--- config.mk ---
export PLATFORM = sky130hd
export DESIGN_NAME = packet_log_capture_select
export DESIGN_NICKNAME = d
export VERILOG_FILES = /design/src/hw/capture_log_pkg.sv /design/src/hw/packet_log_capture_select.sv /design/src/hw/capture_store.sv
export SDC_FILE = /design/constraint.sdc
export NUM_CORES = 2
export LEC_CHECK = 0
export BUFFER_PORTS_ARGS = -buffer_cell sky130_fd_sc_hd__buf_4
export CORE_AREA = 2 2 297 520
export DETAILED_ROUTE_END_ITERATION = 8
export DIE_AREA = 0 0 299 522
export GPL_TIMING_DRIVEN = 1
export PLACE_DENSITY = 0.81
export SLEW_MARGIN = 0
export SYNTH_ARGS = -nofsm -noshare
export SYNTH_HDL_FRONTEND = slang
export SYNTH_HIERARCHICAL = 1
export SYNTH_SLANG_ARGS = --single-unit
export TNS_END_PERCENT = 100
--- constraint.sdc ---
create_clock -name pclk -period 5.1 [get_ports pclk]
set_input_delay 0.765 -clock pclk [delete_from_list [all_inputs] [get_ports pclk]]
set_output_delay 0.765 -clock pclk [all_outputs]
set_load 0.02 [all_outputs]
--- src/hw/capture_log_pkg.sv ---
/*
  Shared constants and carrier types for the packet log capture selector:
  register map, control field positions, store geometry and the packet
  and readout carriers.
  Assumes a 32-bit APB register bus and one system clock for all users.
*/
package capture_log_pkg;

  // ********************************************************************
  // register map
  // ********************************************************************
  localparam logic [7:0]  CAPTURE_CONTROL_ADDR  = 8'hF8;
  localparam logic [31:0] CAPTURE_CONTROL_RESET = 32'h00000000;

  // ********************************************************************
  // control register field positions
  // ********************************************************************
  localparam int SOURCE_COUNT      = 12;
  localparam int SOURCE_LSB        = 0;
  localparam int BIT_ASYNC_TX      = 0;
  localparam int BIT_ASYNC_RX      = 1;
  localparam int BIT_MGMT_AGENT    = 2;
  localparam int BIT_MGMT_TX_QUEUE = 3;
  localparam int BIT_MGMT_RX_FIFO  = 4;
  localparam int BIT_CMD_AGENT     = 5;
  localparam int BIT_CMD_TX_QUEUE  = 6;
  localparam int BIT_CMD_RX_FIFO   = 7;
  localparam int BIT_DATA_TX_WRREQ = 8;
  localparam int BIT_DATA_TX_WRRSP = 9;
  localparam int BIT_DATA_RX_RDREQ = 10;
  localparam int BIT_DATA_RX_RDRSP = 11;
  localparam int BIT_STORE_CLEAR   = 15;
  localparam int BIT_STORE_FULL    = 19;
  localparam int SPACE_LSB         = 20;
  localparam int SPACE_WIDTH       = 12;

  // ********************************************************************
  // store geometry
  // ********************************************************************
  localparam int STORE_DEPTH = 64;
  localparam int STORE_AW    = 6;
  localparam int STORE_CW    = 7;
  localparam logic [STORE_CW-1:0] STORE_DEPTH_COUNT = 7'h40;

  // ********************************************************************
  // carriers
  // ********************************************************************
  typedef logic [SOURCE_COUNT-1:0] source_mask_t;

  // one quadlet of a packet seen on the internal packet paths
  typedef struct packed {
    logic         valid;
    logic         first;
    logic         last;
    source_mask_t sources;
    logic [31:0]  word;
  } packet_word_s;

  // one quadlet handed out of the store
  typedef struct packed {
    logic        valid;
    logic [31:0] word;
  } log_word_s;

endpackage : capture_log_pkg

--- src/hw/packet_log_capture_select.sv ---
/*
  Packet log capture selector: an APB register that picks which internal
  packet streams are copied into the packet log, the capture sequencer
  that appends chosen packets in arrival order, and a readout port.
  Assumes the packet paths and the log reader run on pclk; device reset
  is presetn, and a serial-bus reset never reaches this block.

  // Behaviour
  // - control resets to zero, bus reset ignored
  // - bit 0 logs async transmit packets
  // - bit 1 logs async receive packets
  // - bit 2 logs management agent packets
  // - bit 3 logs management transmit queue packets
  // - bit 4 logs management receive packets
  // - bit 5 logs command agent packets
  // - bit 6 logs command transmit queue packets
  // - bit 7 logs command receive packets
  // - bit 8 logs data-transmit write requests
  // - bit 9 logs data-transmit write responses
  // - bit 10 logs data-receive read requests
  // - bit 11 logs data-receive read responses
  // - bit 15 empties log, then self-clears
  // - read-only bit 19 reports log full
*/
module packet_log_capture_select
  import capture_log_pkg::*;
(
  input  wire logic         pclk,
  input  wire logic         presetn,
  input  wire logic         ce,
  input  wire logic         psel,
  input  wire logic         penable,
  input  wire logic         pwrite,
  input  wire logic [31:0]  paddr,
  input  wire logic [31:0]  pwdata,
  input  wire logic [3:0]   pstrb,
  output logic      [31:0]  prdata,
  output logic              pready,
  output logic              pslverr,
  input  wire packet_word_s packet_in,
  input  wire logic         log_read,
  output log_word_s         log_out,
  output logic              capture_store_full
);

  // ********************************************************************
  // types and state
  // ********************************************************************
  typedef enum logic [2:0] {
    SEQ_IDLE = 3'b001,
    SEQ_TAKE = 3'b010,
    SEQ_SKIP = 3'b100
  } sequence_e;

  typedef struct packed {
    logic         capture_async_tx_fifo;
    logic         capture_async_rx_fifo;
    logic         capture_mgmt_agent;
    logic         capture_mgmt_tx_queue;
    logic         capture_mgmt_rx_fifo;
    logic         capture_command_agent;
    logic         capture_command_tx_queue;
    logic         capture_command_rx_fifo;
    logic         capture_data_tx_write_request;
    logic         capture_data_tx_write_response;
    logic         capture_data_rx_read_request;
    logic         capture_data_rx_read_response;
  } capture_select_s;

  typedef struct packed {
    capture_select_s select;
    logic            capture_store_clear;
    sequence_e       seq;
    logic [31:0]     prdata;
    logic            pready;
    logic            pslverr;
    log_word_s       log_out;
    logic            capture_store_full;
  } top_state_s;

  top_state_s          state;
  top_state_s          next_state;

  logic [STORE_CW-1:0] store_count;
  logic [31:0]         store_head;
  logic                store_push;
  logic                store_pop;
  logic                setup_phase;
  logic                access_done;
  logic                addr_hit;
  logic                reg_write;
  logic                select_hit;
  logic                store_has_room;

  // ********************************************************************
  // helper functions
  // ********************************************************************
  // packs the source selections in control bit order, bit 0 first
  function automatic source_mask_t select_mask(input capture_select_s s);
    source_mask_t m;
    m                    = '0;
    m[BIT_ASYNC_TX]      = s.capture_async_tx_fifo;
    m[BIT_ASYNC_RX]      = s.capture_async_rx_fifo;
    m[BIT_MGMT_AGENT]    = s.capture_mgmt_agent;
    m[BIT_MGMT_TX_QUEUE] = s.capture_mgmt_tx_queue;
    m[BIT_MGMT_RX_FIFO]  = s.capture_mgmt_rx_fifo;
    m[BIT_CMD_AGENT]     = s.capture_command_agent;
    m[BIT_CMD_TX_QUEUE]  = s.capture_command_tx_queue;
    m[BIT_CMD_RX_FIFO]   = s.capture_command_rx_fifo;
    m[BIT_DATA_TX_WRREQ] = s.capture_data_tx_write_request;
    m[BIT_DATA_TX_WRRSP] = s.capture_data_tx_write_response;
    m[BIT_DATA_RX_RDREQ] = s.capture_data_rx_read_request;
    m[BIT_DATA_RX_RDRSP] = s.capture_data_rx_read_response;
    return m;
  endfunction : select_mask

  // inverse of select_mask, used by the register write path
  function automatic capture_select_s mask_select(input source_mask_t m);
    capture_select_s s;
    s.capture_async_tx_fifo          = m[BIT_ASYNC_TX];
    s.capture_async_rx_fifo          = m[BIT_ASYNC_RX];
    s.capture_mgmt_agent             = m[BIT_MGMT_AGENT];
    s.capture_mgmt_tx_queue          = m[BIT_MGMT_TX_QUEUE];
    s.capture_mgmt_rx_fifo           = m[BIT_MGMT_RX_FIFO];
    s.capture_command_agent          = m[BIT_CMD_AGENT];
    s.capture_command_tx_queue       = m[BIT_CMD_TX_QUEUE];
    s.capture_command_rx_fifo        = m[BIT_CMD_RX_FIFO];
    s.capture_data_tx_write_request  = m[BIT_DATA_TX_WRREQ];
    s.capture_data_tx_write_response = m[BIT_DATA_TX_WRRSP];
    s.capture_data_rx_read_request   = m[BIT_DATA_RX_RDREQ];
    s.capture_data_rx_read_response  = m[BIT_DATA_RX_RDRSP];
    return s;
  endfunction : mask_select

  // merges written bytes over the old word, lanes chosen by pstrb
  function automatic logic [31:0] merge_bytes(input logic [31:0] old_word,
                                              input logic [31:0] new_word,
                                              input logic [3:0]  strb);
    logic [31:0] w;
    w = old_word;
    for (int i = 0; i < 4; i++) begin
      if (strb[i]) begin
        w[i*8 +: 8] = new_word[i*8 +: 8];
      end
    end
    return w;
  endfunction : merge_bytes

  // true when the store holds its full depth of quadlets
  function automatic logic store_is_full(input logic [STORE_CW-1:0] c);
    return c == STORE_DEPTH_COUNT;
  endfunction : store_is_full

  // a quadlet that closes its packet
  function automatic logic closes_packet(input packet_word_s p);
    return p.valid && p.last;
  endfunction : closes_packet

  // full register image as software sees it
  function automatic logic [31:0] control_image(input top_state_s s,
                                                input logic [STORE_CW-1:0] c);
    logic [31:0]             img;
    logic [STORE_CW-1:0]     space;
    img                                  = '0;
    img[SOURCE_LSB +: SOURCE_COUNT]      = select_mask(s.select);
    img[BIT_STORE_CLEAR]                 = s.capture_store_clear;
    img[BIT_STORE_FULL]                  = store_is_full(c);
    space                                = STORE_DEPTH_COUNT - c;
    img[SPACE_LSB +: SPACE_WIDTH]        = {{(SPACE_WIDTH-STORE_CW){1'b0}},
                                            space};
    return img;
  endfunction : control_image

  // reset image: selects from the register reset value, sequencer idle
  localparam top_state_s STATE_RESET = '{
    select:              mask_select(
                         CAPTURE_CONTROL_RESET[SOURCE_LSB +: SOURCE_COUNT]),
    capture_store_clear: CAPTURE_CONTROL_RESET[BIT_STORE_CLEAR],
    seq:                 SEQ_IDLE,
    prdata:              32'h00000000,
    pready:              1'b0,
    pslverr:             1'b0,
    log_out:             '{valid: 1'b0, word: 32'h00000000},
    capture_store_full:  1'b0
  };

  // ********************************************************************
  // bus decode
  // ********************************************************************
  // one wait-free access: pready is raised for the access phase only
  assign setup_phase    = psel && !penable;
  assign access_done    = psel && penable && state.pready;
  // upper address bits must be zero, so no alias reaches the register
  assign addr_hit       = (paddr[31:8] == 24'h000000) &&
                          (paddr[7:0] == CAPTURE_CONTROL_ADDR);
  assign reg_write      = access_done && pwrite && addr_hit;
  // a packet qualifies if it passed through any selected source
  assign select_hit     = |(packet_in.sources & select_mask(state.select));
  assign store_has_room = !store_is_full(store_count);

  // ********************************************************************
  // capture sequencer and store strobes
  // ********************************************************************
  // words go in as they arrive, so stored packets keep arrival order;
  // once the store fills, the rest of that packet is dropped
  always_comb begin
    store_push = 1'b0;
    case (state.seq)
      SEQ_IDLE: begin
        store_push = packet_in.valid && packet_in.first && select_hit &&
                     store_has_room;
      end
      SEQ_TAKE: begin
        store_push = packet_in.valid && store_has_room;
      end
      SEQ_SKIP: begin
        store_push = 1'b0;
      end
      default: begin
        store_push = 1'b0;
      end
    endcase
    if (state.capture_store_clear) begin
      store_push = 1'b0;
    end
  end

  // a read is honoured only when a word is waiting
  // and never in the clear cycle, whose head word is being discarded
  assign store_pop = log_read && (store_count != '0) &&
                     !state.capture_store_clear;

  // ********************************************************************
  // next state
  // ********************************************************************
  always_comb begin
    next_state = state;

    // the clear bit lives exactly one cycle after the write
    next_state.capture_store_clear = 1'b0;

    // register writes: only the select bits and the clear bit take data
    if (reg_write) begin
      logic [31:0] merged;
      merged = merge_bytes(control_image(state, store_count), pwdata,
                           pstrb);
      next_state.select = mask_select(merged[SOURCE_LSB +: SOURCE_COUNT]);
      next_state.capture_store_clear = merged[BIT_STORE_CLEAR] &&
                                       pstrb[BIT_STORE_CLEAR/8];
    end

    // bus answer, registered for the access phase
    next_state.pready  = setup_phase;
    next_state.pslverr = setup_phase && !addr_hit;
    if (setup_phase) begin
      next_state.prdata = addr_hit && !pwrite ?
                          control_image(state, store_count) : 32'h00000000;
    end

    // sequencer: decided at a first word, held until its last word
    case (state.seq)
      SEQ_IDLE: begin
        if (packet_in.valid && packet_in.first && !packet_in.last) begin
          next_state.seq = select_hit && store_has_room ? SEQ_TAKE
                                                        : SEQ_SKIP;
        end
      end
      SEQ_TAKE: begin
        if (closes_packet(packet_in)) begin
          next_state.seq = SEQ_IDLE;
        end else if (packet_in.valid && !store_has_room) begin
          next_state.seq = SEQ_SKIP; // truncate on overflow
        end
      end
      SEQ_SKIP: begin
        if (closes_packet(packet_in)) begin
          next_state.seq = SEQ_IDLE;
        end
      end
      default: begin
        next_state.seq = SEQ_IDLE;
      end
    endcase
    // a clear also abandons the packet in progress, or the whole next packet if none is
    if (state.capture_store_clear) begin
      next_state.seq = SEQ_SKIP;
      if (closes_packet(packet_in)) begin
        next_state.seq = SEQ_IDLE;
      end
    end

    // readout register: one-cycle valid per popped quadlet
    next_state.log_out.valid = store_pop;
    if (store_pop) begin
      next_state.log_out.word = store_head;
    end

    // full flag follows the occupancy after this cycle's strobes
    // worked out ahead so the flag and the register image always agree
    next_state.capture_store_full = !state.capture_store_clear &&
      ((store_is_full(store_count) && !store_pop) ||
       (store_count == STORE_DEPTH_COUNT - 7'h01 && store_push &&
        !store_pop));
  end

  // ********************************************************************
  // state register
  // ********************************************************************
  // only presetn (device reset) touches this; no bus reset input exists
  // ce low holds every field, so a stalled bus or packet path loses nothing
  always_ff @(posedge pclk or negedge presetn) begin
    if (!presetn) begin
      state <= STATE_RESET;
    end else if (ce) begin
      state <= next_state;
    end
  end

  // ********************************************************************
  // log store
  // ********************************************************************
  capture_store u_store (
    .pclk      (pclk),
    .presetn   (presetn),
    .ce        (ce),
    .clear     (state.capture_store_clear),
    .push      (store_push),
    .push_word (packet_in.word),
    .pop       (store_pop),
    .head_word (store_head),
    .count     (store_count)
  );

  // ********************************************************************
  // outputs, all straight from the state register
  // ********************************************************************
  assign prdata             = state.prdata;
  assign pready             = state.pready;
  assign pslverr            = state.pslverr;
  assign log_out            = state.log_out;
  assign capture_store_full = state.capture_store_full;

endmodule : packet_log_capture_select

--- src/hw/capture_store.sv ---
/*
  Packet log store: a first-in first-out quadlet memory with a
  synchronous clear and an occupancy count.
  Assumes the caller never pushes when full nor pops when empty; the
  store itself ignores every strobe while the clock enable is low.
*/
module capture_store
  import capture_log_pkg::*;
(
  input  wire logic                pclk,
  input  wire logic                presetn,
  input  wire logic                ce,
  input  wire logic                clear,
  input  wire logic                push,
  input  wire logic [31:0]         push_word,
  input  wire logic                pop,
  output logic      [31:0]         head_word,
  output logic      [STORE_CW-1:0] count
);

  typedef struct packed {
    logic [STORE_AW-1:0] wr_ptr;
    logic [STORE_AW-1:0] rd_ptr;
    logic [STORE_CW-1:0] count;
  } store_state_s;

  store_state_s        state;
  store_state_s        next_state;
  logic [31:0]         mem [STORE_DEPTH];

  // ********************************************************************
  // pointer and count update
  // ********************************************************************
  // clear outranks push and pop so a clear leaves the store truly empty
  always_comb begin
    next_state = state;
    if (clear) begin
      next_state = '0;
    end else begin
      if (push) begin
        next_state.wr_ptr = state.wr_ptr + STORE_AW'(1);
      end
      if (pop) begin
        next_state.rd_ptr = state.rd_ptr + STORE_AW'(1);
      end
      case ({push, pop})
        2'b10:   next_state.count = state.count + STORE_CW'(1);
        2'b01:   next_state.count = state.count - STORE_CW'(1);
        default: next_state.count = state.count;
      endcase
    end
  end

  always_ff @(posedge pclk or negedge presetn) begin
    if (!presetn) begin
      state <= '0;
    end else if (ce) begin
      state <= next_state;
    end
  end

  // memory has no reset; only written words are ever read out
  always_ff @(posedge pclk) begin
    if (ce && push && !clear) begin
      mem[state.wr_ptr] <= push_word;
    end
  end

  assign head_word = mem[state.rd_ptr];
  assign count     = state.count;

endmodule : capture_store

==> flow_summary.yaml <==
floorplan:
  dieArea_um2: 156000
  die_x_um: 299
  placementRows: 190
  die_h_um: 522
  start_util: 0.546
  core_area_um2: 152000
  num_io_pins: 190
cts:
  clock-sinks: 2140
  ctsHoldBuffers: 0
  cts_tree: "built"
  htree_levels: 4
  insertion_delay_ps: 810
  clk_pin_slew_ps: 70
  root_buffer: "clkbuf_16"
  cts_buffers: 171
  clockBufferDepth: 3
  cts_resized: 0
  postCtsSetupBuffers: 0
synthesis:
  synth-seq-cells: 2140
  synth-edff-count: 2048
  avgSynthCellArea_um2: 21.1
  synthDistinctLibCells: 72
  synth_area_um2: 83100
  ys.flop_type: "edfxtp_1"
  synthCells: 3929
  yosys_warnings: 6
  synthArstFlopShare: 0.0430
  yosysSeqAreaShare: 0.768
layout:
  nNetsFinal: 4287
  utilization: 0.611
  nFillCells: 9826
  stdcell_count: 6321
  syn2layout_area_growth_pct: 11.9
  drive_gt1_frac: 0.270
grt:
  grt_pass1_vias: 44687
  gr-usage-met2: 0.498
  antenna_found_initial: 4
  gr-usage-met3: 0.0632
  grt_use_total: 0.297
  grt.busiest_layer: "met2"
  met1_usage: 0.330
  grt_start_max_net_pins: 75
  grt-ovfl-total: 0
  grt_pass1_wl_mm: 325
route:
  drtIter0Drc: 5709
  final_antenna_net_count: 0
  via_per_inst: 6.85
  wire_per_inst_um: 36.4
  first_pass_iters: 5
  vias: 43281
  postRouteWirelength_mm: 230
  drc_errors: 0
placed_design:
  dpl.cell_count: 6001
  hpwl_mm: 130
  place_congestion: 0.892
  port_buffers: 157
sta:
  slew_violations: 0
  clock.fmax_mhz: 244
  holdWs_ps: 25.9
  finalSetupViolCount: 0
  final.min_clock_period_ps: 4100
  hold_viol_final: 0
  relSlewSlack: 0.205
  setup-tns-final_ps: 0
  rsz0062_at_grt: "false"
  fin_crit_sh: 0.803
  fin_skew_ps: 22.0
  worst_pin_slew_ps: 1190
power_and_ir_drop:
  p_leak_nw: 29.4
  p_per_area_nw_per_um2: 466
  power_mw: 43.3
  vdd_ir_drop_max_mv: 0.324
setup_path:
  cp-end-kind: "flop"
  worstSetupPathType: "flop to flop"
  cp.arrival_ps: 4830
  cp_data_required_time_ps: 5840
  crit_path_start_kind: "flop"
  crit_fanout: 36
run:
  maxCapViolCount: 0
hold_path:
  hp-class: "primary input to asynchronous set/reset pin"
status:
  outcome: "complete, no violations"
report_power, final:
| part | switching [mW] | total (mW) | leakage (nW) | internal (mW) |
|---|---|---|---|---|
| clock | 6.19 | 13.2 | 2.68 | 7.01 |
| combinational | 6.24 | 10.3 | 7.21 | 4.06 |
| sequential | 0.403 | 19.8 | 19.5 | 19.4 |
| total | 12.8 | 43.3 | 29.4 | 30.5 |
cells in the final DEF (no fill, tap or decap), types with 40 or more instances in the layout:
master / synthesis / routed
a22oi_1: 98 / 98
dfrtp_1: 91 / 85
mux2_2: 50 / 50
a22o_1: 42 / 42
o21ai_0: 41 / 40
a21oi_1: 68 / 68
edfxtp_1: 2048 / 2048
mux2i_1: 225 / 225
nor2_4: 0 / 63
mux4_2: 430 / 430
clkbuf_16: 0 / 176
buf_12: 2 / 41
buf_4: 97 / 298
a211oi_1: 50 / 50
nand2_1: 86 / 86
layer usage:
metal	wire length, um	vias up
met2	115000	3486
met4	22400	4
met3	25500	979
met5	26	-
li1	-	16768
met1	67500	22044
registers in the layout, summed over array words and instances (netlist names):
| signal | count |
|---|---|
| u_store/mem | 2048 |
| log_out | 33 |
| prdata | 21 |
| state | 16 |
| u_store/state | 12 |
| u_store/count | 7 |
| capture_store_full | 1 |
| pready | 1 |
| pslverr | 1 |
cell families (layout without fill, tap and decap cells):
group | Yosys count | in the layout | share of synthesized area
simple gates | 309 | 309 | 0.0182
compound gates | 454 | 454 | 0.0388
flops | 2140 | 2140 | 0.768
mux | 705 | 705 | 0.150
fa+ha+maj | 6 | 6 | 0.000904
buf+inv | 303 | 667 | 0.0223
xor+xnor | 11 | 11 | 0.00116
other cells | 1 | 13 | 0.0000451
cells in the mapped netlist (all sizes together) (3+ instances only):
cell     number  share of area
mux2i       225          0.027
nand4        13        0.00098
inv           9        0.00041
buf         222          0.019
o22ai        38         0.0029
ha            6        0.00090
nand2b       13        0.00098
o31ai         9        0.00081
a211oi       50         0.0045
o21ai        55         0.0033
or3           3        0.00024
dfrtp        91          0.027
clkbuf       71         0.0032
nor3         17         0.0014
and2         10        0.00075
mux2         50         0.0068
xnor2         4        0.00042
a21oi        68         0.0041
nand3b        4        0.00045
a32o          4        0.00048
a21o          3        0.00027
a31oi         6        0.00045
nor2         89         0.0041
or2           5        0.00041
xor2          7        0.00074
nor4          8        0.00060
nand2        86         0.0039
o221ai       37         0.0039
and3          7        0.00053
a221oi       26         0.0029
edfxtp     2048           0.74
a22o         43         0.0045
a22oi        98         0.0089
mux4        430           0.12
nand3        31         0.0019
o2bb2ai       5        0.00053
nor2b        11        0.00083
layout make-up:
| type | instances | area, um2 | share of cell area |
|---|---|---|---|
| Inverter | 10 | 37.5 | 0.000404 |
| Multi-Input combinational cell | 1496 | 18000 | 0.193 |
| Antenna cell | 2 | 5.00 | 0.0000539 |
| Sequential cell | 2140 | 63800 | 0.687 |
| Tap cell | 2016 | 2520 | 0.0271 |
| Clock buffer | 218 | 4600 | 0.0495 |
| Clock inverter | 99 | 905 | 0.00974 |
| Timing Repair Buffer | 340 | 3070 | 0.0330 |
path summary, 6_finish.rpt:
kind                                  start               end  slack, ps  cells after the start
min                                 presetn         prdata[1]         30                      1
max in group asynchronous           presetn  u_store/state[9]       3970                      2
max reg2reg                u_store/state[7]        log_out[7]       1000                      7
min in group pclk                pwdata[15]         state[71]        180                      2
min reg2reg                      prdata[21]        prdata[21]        480                      2
max                        u_store/state[7]        log_out[7]       1000                      7
stage by stage:
step | setup WS [ps] | area [um2]
after floorplan | 607 | 83100
after detailed placement | 982 | 87400
after global placement | 945 | 87400
after CTS | 1120 | 92900
final | 1000 | 92900
after global routing | 975 | 92900
critical path, cell delays in order, from the launching register on:
cell and delay (ps):
dfrtp_4 1040, nand3b_2 770, buf_4 460, o22ai_1 830, a211oi_1 160, a22oi_1 290, a31o_1 280, mux2_2 170
Note: power is estimated with default switching activity, not from simulation.
